--- src/prog_map.vh ---
`ifndef PROG_MAP_VH
`define PROG_MAP_VH

// ********************************************************************
// Clock and programming times, each in nanoseconds.
// ********************************************************************

// Clock period of the controller.
`define T_CLK_NS            10
// Nominal program pulse width on the device select pin.
`define T_PULSE_NS          50000
// Least setup and hold time around every programming step.
`define T_SETUP_NS          2000
// Longest delay from select low to valid read data.
`define T_DATA_VALID_NS     1000

// ********************************************************************
// Counts, widths and reset values.
// ********************************************************************

// Extra pulses allowed for a byte that fails verification.
`define MAX_RETRY           10
// Address width of the memory array.
`define ADDR_W              20
// Highest address of the memory array.
`define LAST_ADDR           20'hfffff
// Data width of the memory.
`define DATA_W              8
// Reset value of the address pins.
`define ADDR_RESET          20'h00000
// Reset value of the data pins.
`define DATA_RESET          8'h00

`endif

--- src/eprom_programmer.v ---
// Operation
// - Program pulse is select low, fifty microseconds.
// - Programming run starts at the first address.
// - Raise supply and gate voltage before pulsing.
// - First pass: one pulse per address, no verify.
// - Then verify every address against intended data.
// - Mismatch: up to ten pulses, verify after each.
// - Still failing after ten pulses: part failed.
// - Verified byte: step on until all checked.
// - Lower gate and supply, re-read and compare all (the final read-back here stops at the first mismatch).
// - Identification needs tenth address line at high voltage.
`timescale 1ns/100ps
`include "prog_map.vh"

module eprom_programmer
#(
  parameter ADDR_W     = `ADDR_W,
  parameter DATA_W     = `DATA_W,
  parameter LAST_ADDR  = `LAST_ADDR,
  parameter MAX_RETRY  = `MAX_RETRY,
  parameter PULSE_CYC  = (`T_PULSE_NS + `T_CLK_NS - 1) / `T_CLK_NS
)
(
  input  wire              clk,
  input  wire              rstn,
  input  wire              start,
  input  wire              id_start,
  output reg  [ADDR_W-1:0] addr,
  output reg  [DATA_W-1:0] dq_out,
  output reg               dq_oe,
  input  wire [DATA_W-1:0] dq_in,
  output reg               select_n,
  output reg               gate_n,
  output reg               vpp_en,
  output reg               vcc_prog,
  output reg               id_voltage_en,
  output wire              src_req,
  input  wire              src_valid,
  input  wire [DATA_W-1:0] src_data,
  output wire              rd_valid,
  input  wire              rd_ready,
  output wire [DATA_W-1:0] rd_data,
  output wire              busy,
  output reg               done,
  output reg               pass
);

  // ******************************************************************
  // Timing counts and encodings.
  // ******************************************************************

  // Least times round up to whole clock cycles.
  function integer cycles_up;
    input integer ns;
    begin
      cycles_up = (ns + `T_CLK_NS - 1) / `T_CLK_NS;
    end
  endfunction

  localparam integer SETUP_CYC = cycles_up(`T_SETUP_NS);
  localparam integer DV_CYC    = cycles_up(`T_DATA_VALID_NS);

  // Controller states.
  localparam [3:0] S_IDLE   = 4'h0;
  localparam [3:0] S_VCC    = 4'h1;
  localparam [3:0] S_VPP    = 4'h2;
  localparam [3:0] S_FETCH  = 4'h3;
  localparam [3:0] S_LOAD   = 4'h4;
  localparam [3:0] S_PULSE  = 4'h5;
  localparam [3:0] S_HOLD   = 4'h6;
  localparam [3:0] S_READ   = 4'h7;
  localparam [3:0] S_CHECK  = 4'h8;
  localparam [3:0] S_FINISH = 4'h9;

  // Phases of a run.
  localparam [1:0] P_FIRST  = 2'h0;
  localparam [1:0] P_VERIFY = 2'h1;
  localparam [1:0] P_FINAL  = 2'h2;
  localparam [1:0] P_ID     = 2'h3;

  // ******************************************************************
  // State.
  // ******************************************************************

  reg  [3:0]        state;     // Current controller state.
  reg  [1:0]        phase;     // Which pass of the run is active.
  reg  [23:0]       timer;     // Cycles left in the current wait.
  reg  [3:0]        retry;     // Extra pulses given to this byte.
  reg  [DATA_W-1:0] want;      // Intended data of this address.
  reg  [DATA_W-1:0] got;       // Byte read back from the device.
  reg               result_ok; // Outcome carried into the finish state.

  wire timer_done = (timer == 24'h000000);
  wire last_addr  = (addr == LAST_ADDR[ADDR_W-1:0]);
  wire match      = (got == want);

  // Read bytes of the final pass and identification go to the buffer.
  wire push_valid = (state == S_CHECK) && ((phase == P_FINAL) || (phase == P_ID));
  wire push_ready;

  // The source is asked for the byte at the address now on the pins.
  assign src_req = (state == S_FETCH);
  assign busy    = (state != S_IDLE);

  // ******************************************************************
  // Main sequencer.
  // ******************************************************************

  // One process steps through the passes; every pin it drives is a flop,
  // so the device never sees a glitch from decode logic.
  always @(posedge clk or negedge rstn)
  begin
    if (!rstn)
    begin
      state         <= S_IDLE;
      phase         <= P_FIRST;
      timer         <= 24'h000000;
      retry         <= 4'h0;
      want          <= `DATA_RESET;
      got           <= `DATA_RESET;
      result_ok     <= 1'b0;
      addr          <= `ADDR_RESET;
      dq_out        <= `DATA_RESET;
      dq_oe         <= 1'b0;
      select_n      <= 1'b1;
      gate_n        <= 1'b1;
      vpp_en        <= 1'b0;
      vcc_prog      <= 1'b0;
      id_voltage_en <= 1'b0;
      done          <= 1'b0;
      pass          <= 1'b0;
    end
    else
    begin
      done <= 1'b0;
      if (!timer_done)
      begin
        // Waits are counted down before any state acts.
        timer <= timer - 24'h000001;
      end
      case (state)
        S_IDLE:
        begin
          if (start)
          begin
            // A run always begins at the first location.
            addr     <= `ADDR_RESET;
            phase    <= P_FIRST;
            retry    <= 4'h0;
            vcc_prog <= 1'b1;
            timer    <= SETUP_CYC[23:0] - 24'h000001;
            state    <= S_VCC;
          end
          else if (id_start)
          begin
            // Identification is a read at normal supply with the identification voltage raised.
            addr          <= `ADDR_RESET;
            phase         <= P_ID;
            id_voltage_en <= 1'b1;
            timer         <= SETUP_CYC[23:0] - 24'h000001;
            state         <= S_VCC;
          end
        end
        S_VCC:
        begin
          if (timer_done)
          begin
            if (phase == P_FIRST)
            begin
              // Supply is up; now the gate pin goes to programming voltage.
              vpp_en <= 1'b1;
              timer  <= SETUP_CYC[23:0] - 24'h000001;
              state  <= S_VPP;
            end
            else if (phase == P_ID)
            begin
              // Lowest address bit low selects the maker code first.
              gate_n   <= 1'b0;
              select_n <= 1'b0;
              timer    <= DV_CYC[23:0] - 24'h000001;
              state    <= S_READ;
            end
            else
            begin
              state <= S_FETCH;
            end
          end
        end
        S_VPP:
        begin
          if (timer_done)
          begin
            state <= S_FETCH;
          end
        end
        S_FETCH:
        begin
          if (src_valid)
          begin
            want <= src_data;
            if (phase == P_FIRST)
            begin
              // First pass drives the byte and pulses without reading.
              dq_out <= src_data;
              dq_oe  <= 1'b1;
              timer  <= SETUP_CYC[23:0] - 24'h000001;
              state  <= S_LOAD;
            end
            else
            begin
              // Verify and final reads drop the gate pin to a logic low.
              vpp_en   <= 1'b0;
              gate_n   <= 1'b0;
              select_n <= 1'b0;
              timer    <= DV_CYC[23:0] - 24'h000001;
              state    <= S_READ;
            end
          end
        end
        S_LOAD:
        begin
          if (timer_done)
          begin
            // Pulse width is the nominal count, well inside the tolerance.
            select_n <= 1'b0;
            timer    <= PULSE_CYC[23:0] - 24'h000001;
            state    <= S_PULSE;
          end
        end
        S_PULSE:
        begin
          if (timer_done)
          begin
            select_n <= 1'b1;
            timer    <= SETUP_CYC[23:0] - 24'h000001;
            state    <= S_HOLD;
          end
        end
        S_HOLD:
        begin
          if (timer_done)
          begin
            dq_oe <= 1'b0;
            if (phase == P_FIRST)
            begin
              if (last_addr)
              begin
                // Every address has had its single pulse.
                phase <= P_VERIFY;
                addr  <= `ADDR_RESET;
              end
              else
              begin
                addr <= addr + 1'b1;
              end
              state <= S_FETCH;
            end
            else
            begin
              // A retry pulse is always followed by its own verify read.
              vpp_en   <= 1'b0;
              gate_n   <= 1'b0;
              select_n <= 1'b0;
              timer    <= DV_CYC[23:0] - 24'h000001;
              state    <= S_READ;
            end
          end
        end
        S_READ:
        begin
          if (timer_done)
          begin
            got      <= dq_in;
            select_n <= 1'b1;
            gate_n   <= 1'b1;
            state    <= S_CHECK;
          end
        end
        S_CHECK:
        begin
          if (phase == P_VERIFY)
          begin
            if (match)
            begin
              retry <= 4'h0;
              if (last_addr)
              begin
                // Leave programming levels, then re-read the part from the first address until a mismatch or the last address.
                vcc_prog <= 1'b0;
                phase    <= P_FINAL;
                addr     <= `ADDR_RESET;
                timer    <= SETUP_CYC[23:0] - 24'h000001;
                state    <= S_VCC;
              end
              else
              begin
                addr  <= addr + 1'b1;
                state <= S_FETCH;
              end
            end
            else if (retry == MAX_RETRY[3:0])
            begin
              // Byte is beyond repair; the whole part is failed.
              result_ok <= 1'b0;
              state     <= S_FINISH;
            end
            else
            begin
              retry  <= retry + 4'h1;
              vpp_en <= 1'b1;
              dq_out <= want;
              dq_oe  <= 1'b1;
              timer  <= SETUP_CYC[23:0] - 24'h000001;
              state  <= S_LOAD;
            end
          end
          else if (push_ready)
          begin
            // The buffer took the byte; a full buffer simply holds us here.
            if (phase == P_ID)
            begin
              if (!addr[0])
              begin
                addr[0]  <= 1'b1;
                gate_n   <= 1'b0;
                select_n <= 1'b0;
                timer    <= DV_CYC[23:0] - 24'h000001;
                state    <= S_READ;
              end
              else
              begin
                result_ok <= 1'b1;
                state     <= S_FINISH;
              end
            end
            else if (!match)
            begin
              result_ok <= 1'b0;
              state     <= S_FINISH;
            end
            else if (last_addr)
            begin
              result_ok <= 1'b1;
              state     <= S_FINISH;
            end
            else
            begin
              addr  <= addr + 1'b1;
              state <= S_FETCH;
            end
          end
        end
        S_FINISH:
        begin
          // Gate pin is already at a logic level from the last read; the supply, if still raised, drops after it.
          vpp_en        <= 1'b0;
          vcc_prog      <= 1'b0;
          id_voltage_en <= 1'b0;
          dq_oe         <= 1'b0;
          select_n      <= 1'b1;
          gate_n        <= 1'b1;
          pass          <= result_ok;
          done          <= 1'b1;
          state         <= S_IDLE;
        end
        default:
        begin
          state <= S_IDLE;
        end
      endcase
    end
  end

  // ******************************************************************
  // Two-entry read-back buffer.
  // ******************************************************************

  // Two entries let the receiver stall for a cycle without the sequencer
  // having to hold the device pins any longer than one read.
  reg [DATA_W-1:0] buf_mem [0:1]; // Stored bytes.
  reg              wr_ptr;        // Next entry to write.
  reg              rd_ptr;        // Next entry to read.
  reg [1:0]        count;         // Entries held, zero to two.

  assign push_ready = (count != 2'h2);
  assign rd_valid   = (count != 2'h0);
  assign rd_data    = buf_mem[rd_ptr];

  wire do_push = push_valid && push_ready;
  wire do_pop  = rd_valid && rd_ready;

  // Pointers and occupancy; a push and a pop in one cycle keep the count.
  always @(posedge clk or negedge rstn)
  begin
    if (!rstn)
    begin
      wr_ptr     <= 1'b0;
      rd_ptr     <= 1'b0;
      count      <= 2'h0;
      buf_mem[0] <= `DATA_RESET;
      buf_mem[1] <= `DATA_RESET;
    end
    else
    begin
      if (do_push)
      begin
        buf_mem[wr_ptr] <= got;
        wr_ptr          <= ~wr_ptr;
      end
      if (do_pop)
      begin
        rd_ptr <= ~rd_ptr;
      end
      if (do_push && !do_pop)
      begin
        count <= count + 2'h1;
      end
      else if (do_pop && !do_push)
      begin
        count <= count - 2'h1;
      end
    end
  end

endmodule

--- config.mk ---
export PLATFORM = sky130hd
export DESIGN_NAME = eprom_programmer
export DESIGN_NICKNAME = d
export VERILOG_FILES = /design/src/eprom_programmer.v
export VERILOG_INCLUDE_DIRS = /design/src /design/src/src
export SDC_FILE = /design/constraint.sdc
export NUM_CORES = 1
export LEC_CHECK = 0
export BUFFER_PORTS_ARGS = -buffer_cell sky130_fd_sc_hd__buf_4
export CORE_MARGIN = 8
export CORE_UTILIZATION = 40
export CTS_CLUSTER_SIZE = 25
export DETAILED_ROUTE_END_ITERATION = 6
export SYNTH_ARGS = -nofsm -noshare
export SYNTH_HDL_FRONTEND = slang
export SYNTH_SLANG_ARGS = --single-unit
--- constraint.sdc ---
create_clock -name clk -period 2.87 [get_ports clk]
set_input_delay 0.287 -clock clk [delete_from_list [all_inputs] [get_ports clk]]
set_output_delay 0.287 -clock clk [all_outputs]
set_load 0.005 [all_outputs]
### Yosys cells after proc, flatten, opt, wreduce, memory -nomap -nowiden

Cells that the tools add are included.

* output and inout bits: 47
* input bits: 22
* bits in registers: 107
* logic and storage cells: 259

* $add $sub $neg: 5
* eq/ne operators: 54
* order comparisons: 3
* bitwise logic cells: 4
* reduce and logical (&&, ||, !) cells: 41
* muxes and demuxes: 129

Operator list (number)
* two-way mux 24 bit: 18
* two-way mux 20 bit: 10
* case mux 24 bit (7 select lines): 1
* two-way mux 4 bit: 21
* two-way mux 8 bit: 10
* case mux 20 bit (3 select lines): 1
* inequality test 2 bit, second input constant: 23
* two-way mux 1 bit: 40
* case mux 4 bit (9 select lines): 1
* logical NOT 24 bit: 1
* two-way mux 2 bit: 12
* AND reduction 8 bit: 3
* subtractor 24 x 1 -> 24 bit, second input constant: 1
* adder 20 x 1 -> 20 bit, second input constant: 1
* == test 20 bit, second input constant: 1
* two-way mux 19 bit: 1
* AND reduction 9 bit: 2
* bitwise mux 16 bit: 1
* == test 4 x 3 -> 1 bit, second input constant: 4
* case mux 8 bit (2 select lines): 1
* inequality test 3 bit, second input constant: 5
* == test 4 bit, second input constant: 3
* inequality test 2 x 1 -> 1 bit, second input constant: 6
* AND reduction 12 bit: 1
* other kinds (44): 68

### Depth between registers and ports, before layout

* depth in word-level cells: 8
* mapped depth: 14
* gate-level depth less buffers: 12

### Worst setup path before layout

Ideal clock, no wire load.

* kind: flip-flop to flip-flop
* start point: register addr[0]
* end point: register addr[5]
* data required time: 2.740 ns
* library setup time: 0.130 ns
* stages on the path, launching flop included: 11
* period minus slack after synthesis: 2.502 ns
* path buffers: 2
* arrival time: 2.372 ns
* path slack: 0.368 ns
* cells stage by stage: dfrtp_1 > ha_1 > nand3_1 > nor4_2 > and3_1 > buf_2 > a21o_1 > buf_1 > nor2_1 > o21ai_1 > o41ai_2

* word-level cells in the longest chain between the ends: 7
* elaborated cells on any way between the ends: 14
* classes of those cells: 1 x add/sub; 2 x eq/ne; 10 x mux; 1 x reduce/logical

Ends and longest elaborated chain
* start: declaration: RTL line eprom_programmer.v:28 `output reg [ADDR_W-1:0] addr,`
* start signal: assignment: RTL line eprom_programmer.v:122 `` addr <= `ADDR_RESET; ``
* start signal: assignment: RTL line eprom_programmer.v:147 `` addr <= `ADDR_RESET; ``
* start signal: assignment: RTL line eprom_programmer.v:157 `` addr <= `ADDR_RESET; ``
* adder 20 x 1 -> 20 bit: RTL line eprom_programmer.v:254, eprom_programmer.v:297, eprom_programmer.v:348
* two-way mux 20 bit: RTL line eprom_programmer.v:341 `else if (last_addr)`
* two-way mux 20 bit: RTL line eprom_programmer.v:336 `else if (!match)`
* two-way mux 19 bit: RTL line eprom_programmer.v:320 `if (phase == P_ID)`
* two-way mux 20 bit: RTL line eprom_programmer.v:317 `else if (push_ready)`
* two-way mux 20 bit: RTL line eprom_programmer.v:281 `if (phase == P_VERIFY)`
* case mux 20 bit (3 select lines): RTL line eprom_programmer.v:141 `case (state)`

Parallel ways exist; a longest one is shown, timed or not. The select of a mux whose other input is x is not followed.
A chain may end at the register's enable or synchronous reset.

### Worst setup path in the final report

* start point: register timer[6]
* end point: register addr[5]

* word-level cells in the longest chain between the ends: 3

Ends and longest elaborated chain
* start: declaration: RTL line eprom_programmer.v:87 `reg [23:0] timer;`
* start signal: assignment: RTL line eprom_programmer.v:139 `timer <= timer - 24'h000001;`
* start signal: assignment: RTL line eprom_programmer.v:151 `timer <= SETUP_CYC[23:0] - 24'h000001;`
* start signal: assignment: RTL line eprom_programmer.v:160 `timer <= SETUP_CYC[23:0] - 24'h000001;`
* logical NOT 24 bit: RTL line eprom_programmer.v:93 `wire timer_done = (timer == 24'h000000);`
* inequality test 2 bit (no source line)
* AND reduction 9 bit (no source line)

Every way passes these cells.

==> results.cfg <==
[placed_design]
dp_hpwl_um = 12090
numPortBuffers = 68
gp_congestion = 0.8818

[power_and_ir_drop]
power_frac_comb = 0.435
peakVddDrop_mv = 0.4968
p_sw_mw = 2.555
finalPower_mw = 6.390
p_leak_nw = 3.393
p_clk_frac = 0.205
powerDensity_nw_per_um2 = 871.9
p_int_mw = 3.835
p_seq_frac = 0.360
switching_share = 0.3998

[yosys]
avgSynthCellArea_um2 = 9.303
yosysUniqueCellTypes = 75
netlist_area_um2 = 6112
synth_top_area_share = 0.4299
async_flop_share = 1.000
synth_edf_count = 0
synthFlopType = dfrtp_1
seq_area_frac_synth = 0.4385
yosys_warnings = 0
synth_seq_cells = 107
yosysTopAreaCell = dfrtp_1
ys_top_cells_by_area = dfrtp_1 (43%), mux2_2 (6.6%), nor2_1 (5.2%)
syn_nets = 686
synthCells = 657

[worst_setup_path]
critPathMaxFanout = 15
startpoint_type = register
cp.arrival_ps = 2970
r2r_slack_ps = 160
crit_type = reg -> reg
required_ps = 3130
end_kind = register

[clocking]
cts.path.max_buffers = 2
h-tree-depth = 3
insertion_delay_ps = 360
cts_root_buf = clkbuf_16
clock_sinks = 107
cts_buffers = 9
path_clk_slew_ps = 80
cts_tree = built

[sta]
max_slew_margin = 0.4152
tightest_slew_ps = 865.1
finalSetupViolations = 0
period_needed_ps = 2706
fmax_mhz = 369.5
maxSlewViolCount = 0
finClkSkew_ps = 8.788
finalCritPeriodShare = 0.9430
fin_setup_tns_ps = 0
rsz0062_at_grt = no
hold_viol_final = 0

[global_route]
grt.busiest_layer = met2
grtUsageMet3 = 0.03967
use_met1 = 0.2200
overflow = 0
grt_pass1_wl_um = 27090
grt_max_degree = 80
grt_usage = 0.1698
grt_antenna_before_repair = 0
grt_pass1_vias = 5264
met2_usage = 0.2821

[die]
die_w_um = 139.6
start_util = 0.4051
dieArea_um2 = 19490
ios = 69
rows = 45
core-area_um2 = 15090
die_h_um = 139.6

[cells_and_area]
multiInputGateArea_um2 = 3233
fillers = 1445
fin_nets = 773
n_antenna_cell = 0
regArea_um2 = 2680
drive_above_1_share = 0.2523
area_growth_pct = 19.92

[routing]
route.detailed.drc = 0
viasPerCell = 5.634
routed_wl_um = 16360
vias = 5279
first_pass_iters = 5
first_iter_violations = 351
wl_per_cell_um = 17.46
ant_nets = 0

[hold_path]
hold_path.class = in -> reg

[job]
timing.max_cap.violations = 0

[status]
status = complete, no violations
area by class of cell:
type                       instances  area share
inverter                          13    0.006999
timing repair buffer             107      0.1116
clock buffer                      10     0.03124
clock inverter                     6     0.01127
tap                              188     0.03209
sequential                       107      0.3657
multi-input combinational        506      0.4411
per-layer routing:
metal | up-vias | wire length (µm)
met5 | - | 0
met4 | 0 | 212
met3 | 16 | 752
met2 | 135 | 7799
met1 | 2588 | 7598
li1 | 2540 | -
sequential cells by signal, indices dropped and copies added (netlist names), 4 cells and up:
signal,cells
addr,20
got,8
state,4
buf_mem,16
dq_out,8
retry,4
want,8
timer,24
power by group through the flow:
stage | clock network, mW | logic (mW) | registers [mW]
2_1_floorplan | 0 | 1.90 | 2.14
3_3_place_gp | 0 | 2.74 | 2.30
3_5_place_dp | 0 | 2.77 | 2.32
4_1_cts | 1.35 | 2.79 | 2.30
5_1_grt | 1.40 | 3.09 | 2.35
6_report | 1.31 | 2.78 | 2.30
critical path: stages, from the launching register on:
cell and delay [ps]:
dfrtp_1 420, or4_4 570, nor2_4 160, and4b_1 290, inv_4 100, a21oi_2 230, nand3b_2 220, nand2b_4 310
o41ai_2 310
kinds of logic (layout without fill, tap and decap cells):
family	count (synthesis)	count (layout)	share of synthesized area
mux	48	48	0.09294
compound gates	159	159	0.1693
xor+xnor	25	25	0.03582
buf+inv	44	136	0.03275
flops	107	107	0.4385
simple gates	267	267	0.2164
fa+ha+maj	7	7	0.01433
worst paths after layout:
check | start | end | cells after the start
max in group asynchronous | rstn | timer[20] | 3
min | dq_in[0] | got[0] | 2
min reg2reg | dq_oe | dq_oe | 1
min in group asynchronous | rstn | timer[13] | 2
max reg2reg | timer[6] | addr[5] | 8
max | timer[6] | addr[5] | 8
synthesized netlist by cell type, types with 7 or more instances:
cell,n
clkbuf_1,19
nor4_1,12
nand2b_1,12
and3_1,8
xor2_1,14
xnor2_1,11
dfrtp_1,105
mux2_2,36
inv_1,10
nand4_1,9
nor2_1,85
nand2_1,70
o21ai_1,30
buf_2,8
o31ai_1,8
a21oi_1,31
mux2_4,8
a31oi_1,15
ha_1,7
and2_1,7
nand3_1,18
nor3_1,8
o21ai_0,24
nor2b_1,7
metrics by stage:
step | setup WS (ps) | hold slack, ps | cells | util | area, µm²
2_1_floorplan | 368.4 | -8.591 | 657 | - | 6112
3_3_place_gp | 315.4 | 247.0 | 920 | 0.4643 | 7007
3_5_place_dp | 188.9 | 248.5 | 920 | 0.4643 | 7007
4_1_cts | 157.6 | 141.3 | 937 | 0.4857 | 7328
5_1_grt | 28.61 | 143.6 | 937 | 0.4857 | 7330
6_report | 163.6 | 153.5 | 937 | 0.4857 | 7330
timing repair:
action	CTS	global route
endpoints found under the hold margin	27	0
hold buffers	1	0
gates resized for setup	0	1
buffers inserted	0	0
setup endpoints to repair	0	1
placed cells by master (no fill, tap or decap), types with 7 or more instances in the layout:
cell / n
a21oi_1: 31
a31oi_1: 15
and2_1: 7
and3_1: 8
buf_4: 105
clkbuf_16: 9
dfrtp_1: 105
ha_1: 7
inv_1: 10
mux2_2: 36
mux2_4: 8
nand2_1: 70
nand2b_1: 12
nand3_1: 18
nand4_1: 9
nor2_1: 85
nor2b_1: 7
nor3_1: 8
nor4_1: 12
o21ai_0: 24
o21ai_1: 30
o31ai_1: 8
xnor2_1: 11
xor2_1: 14
Power figures use the tool's default switching activity.
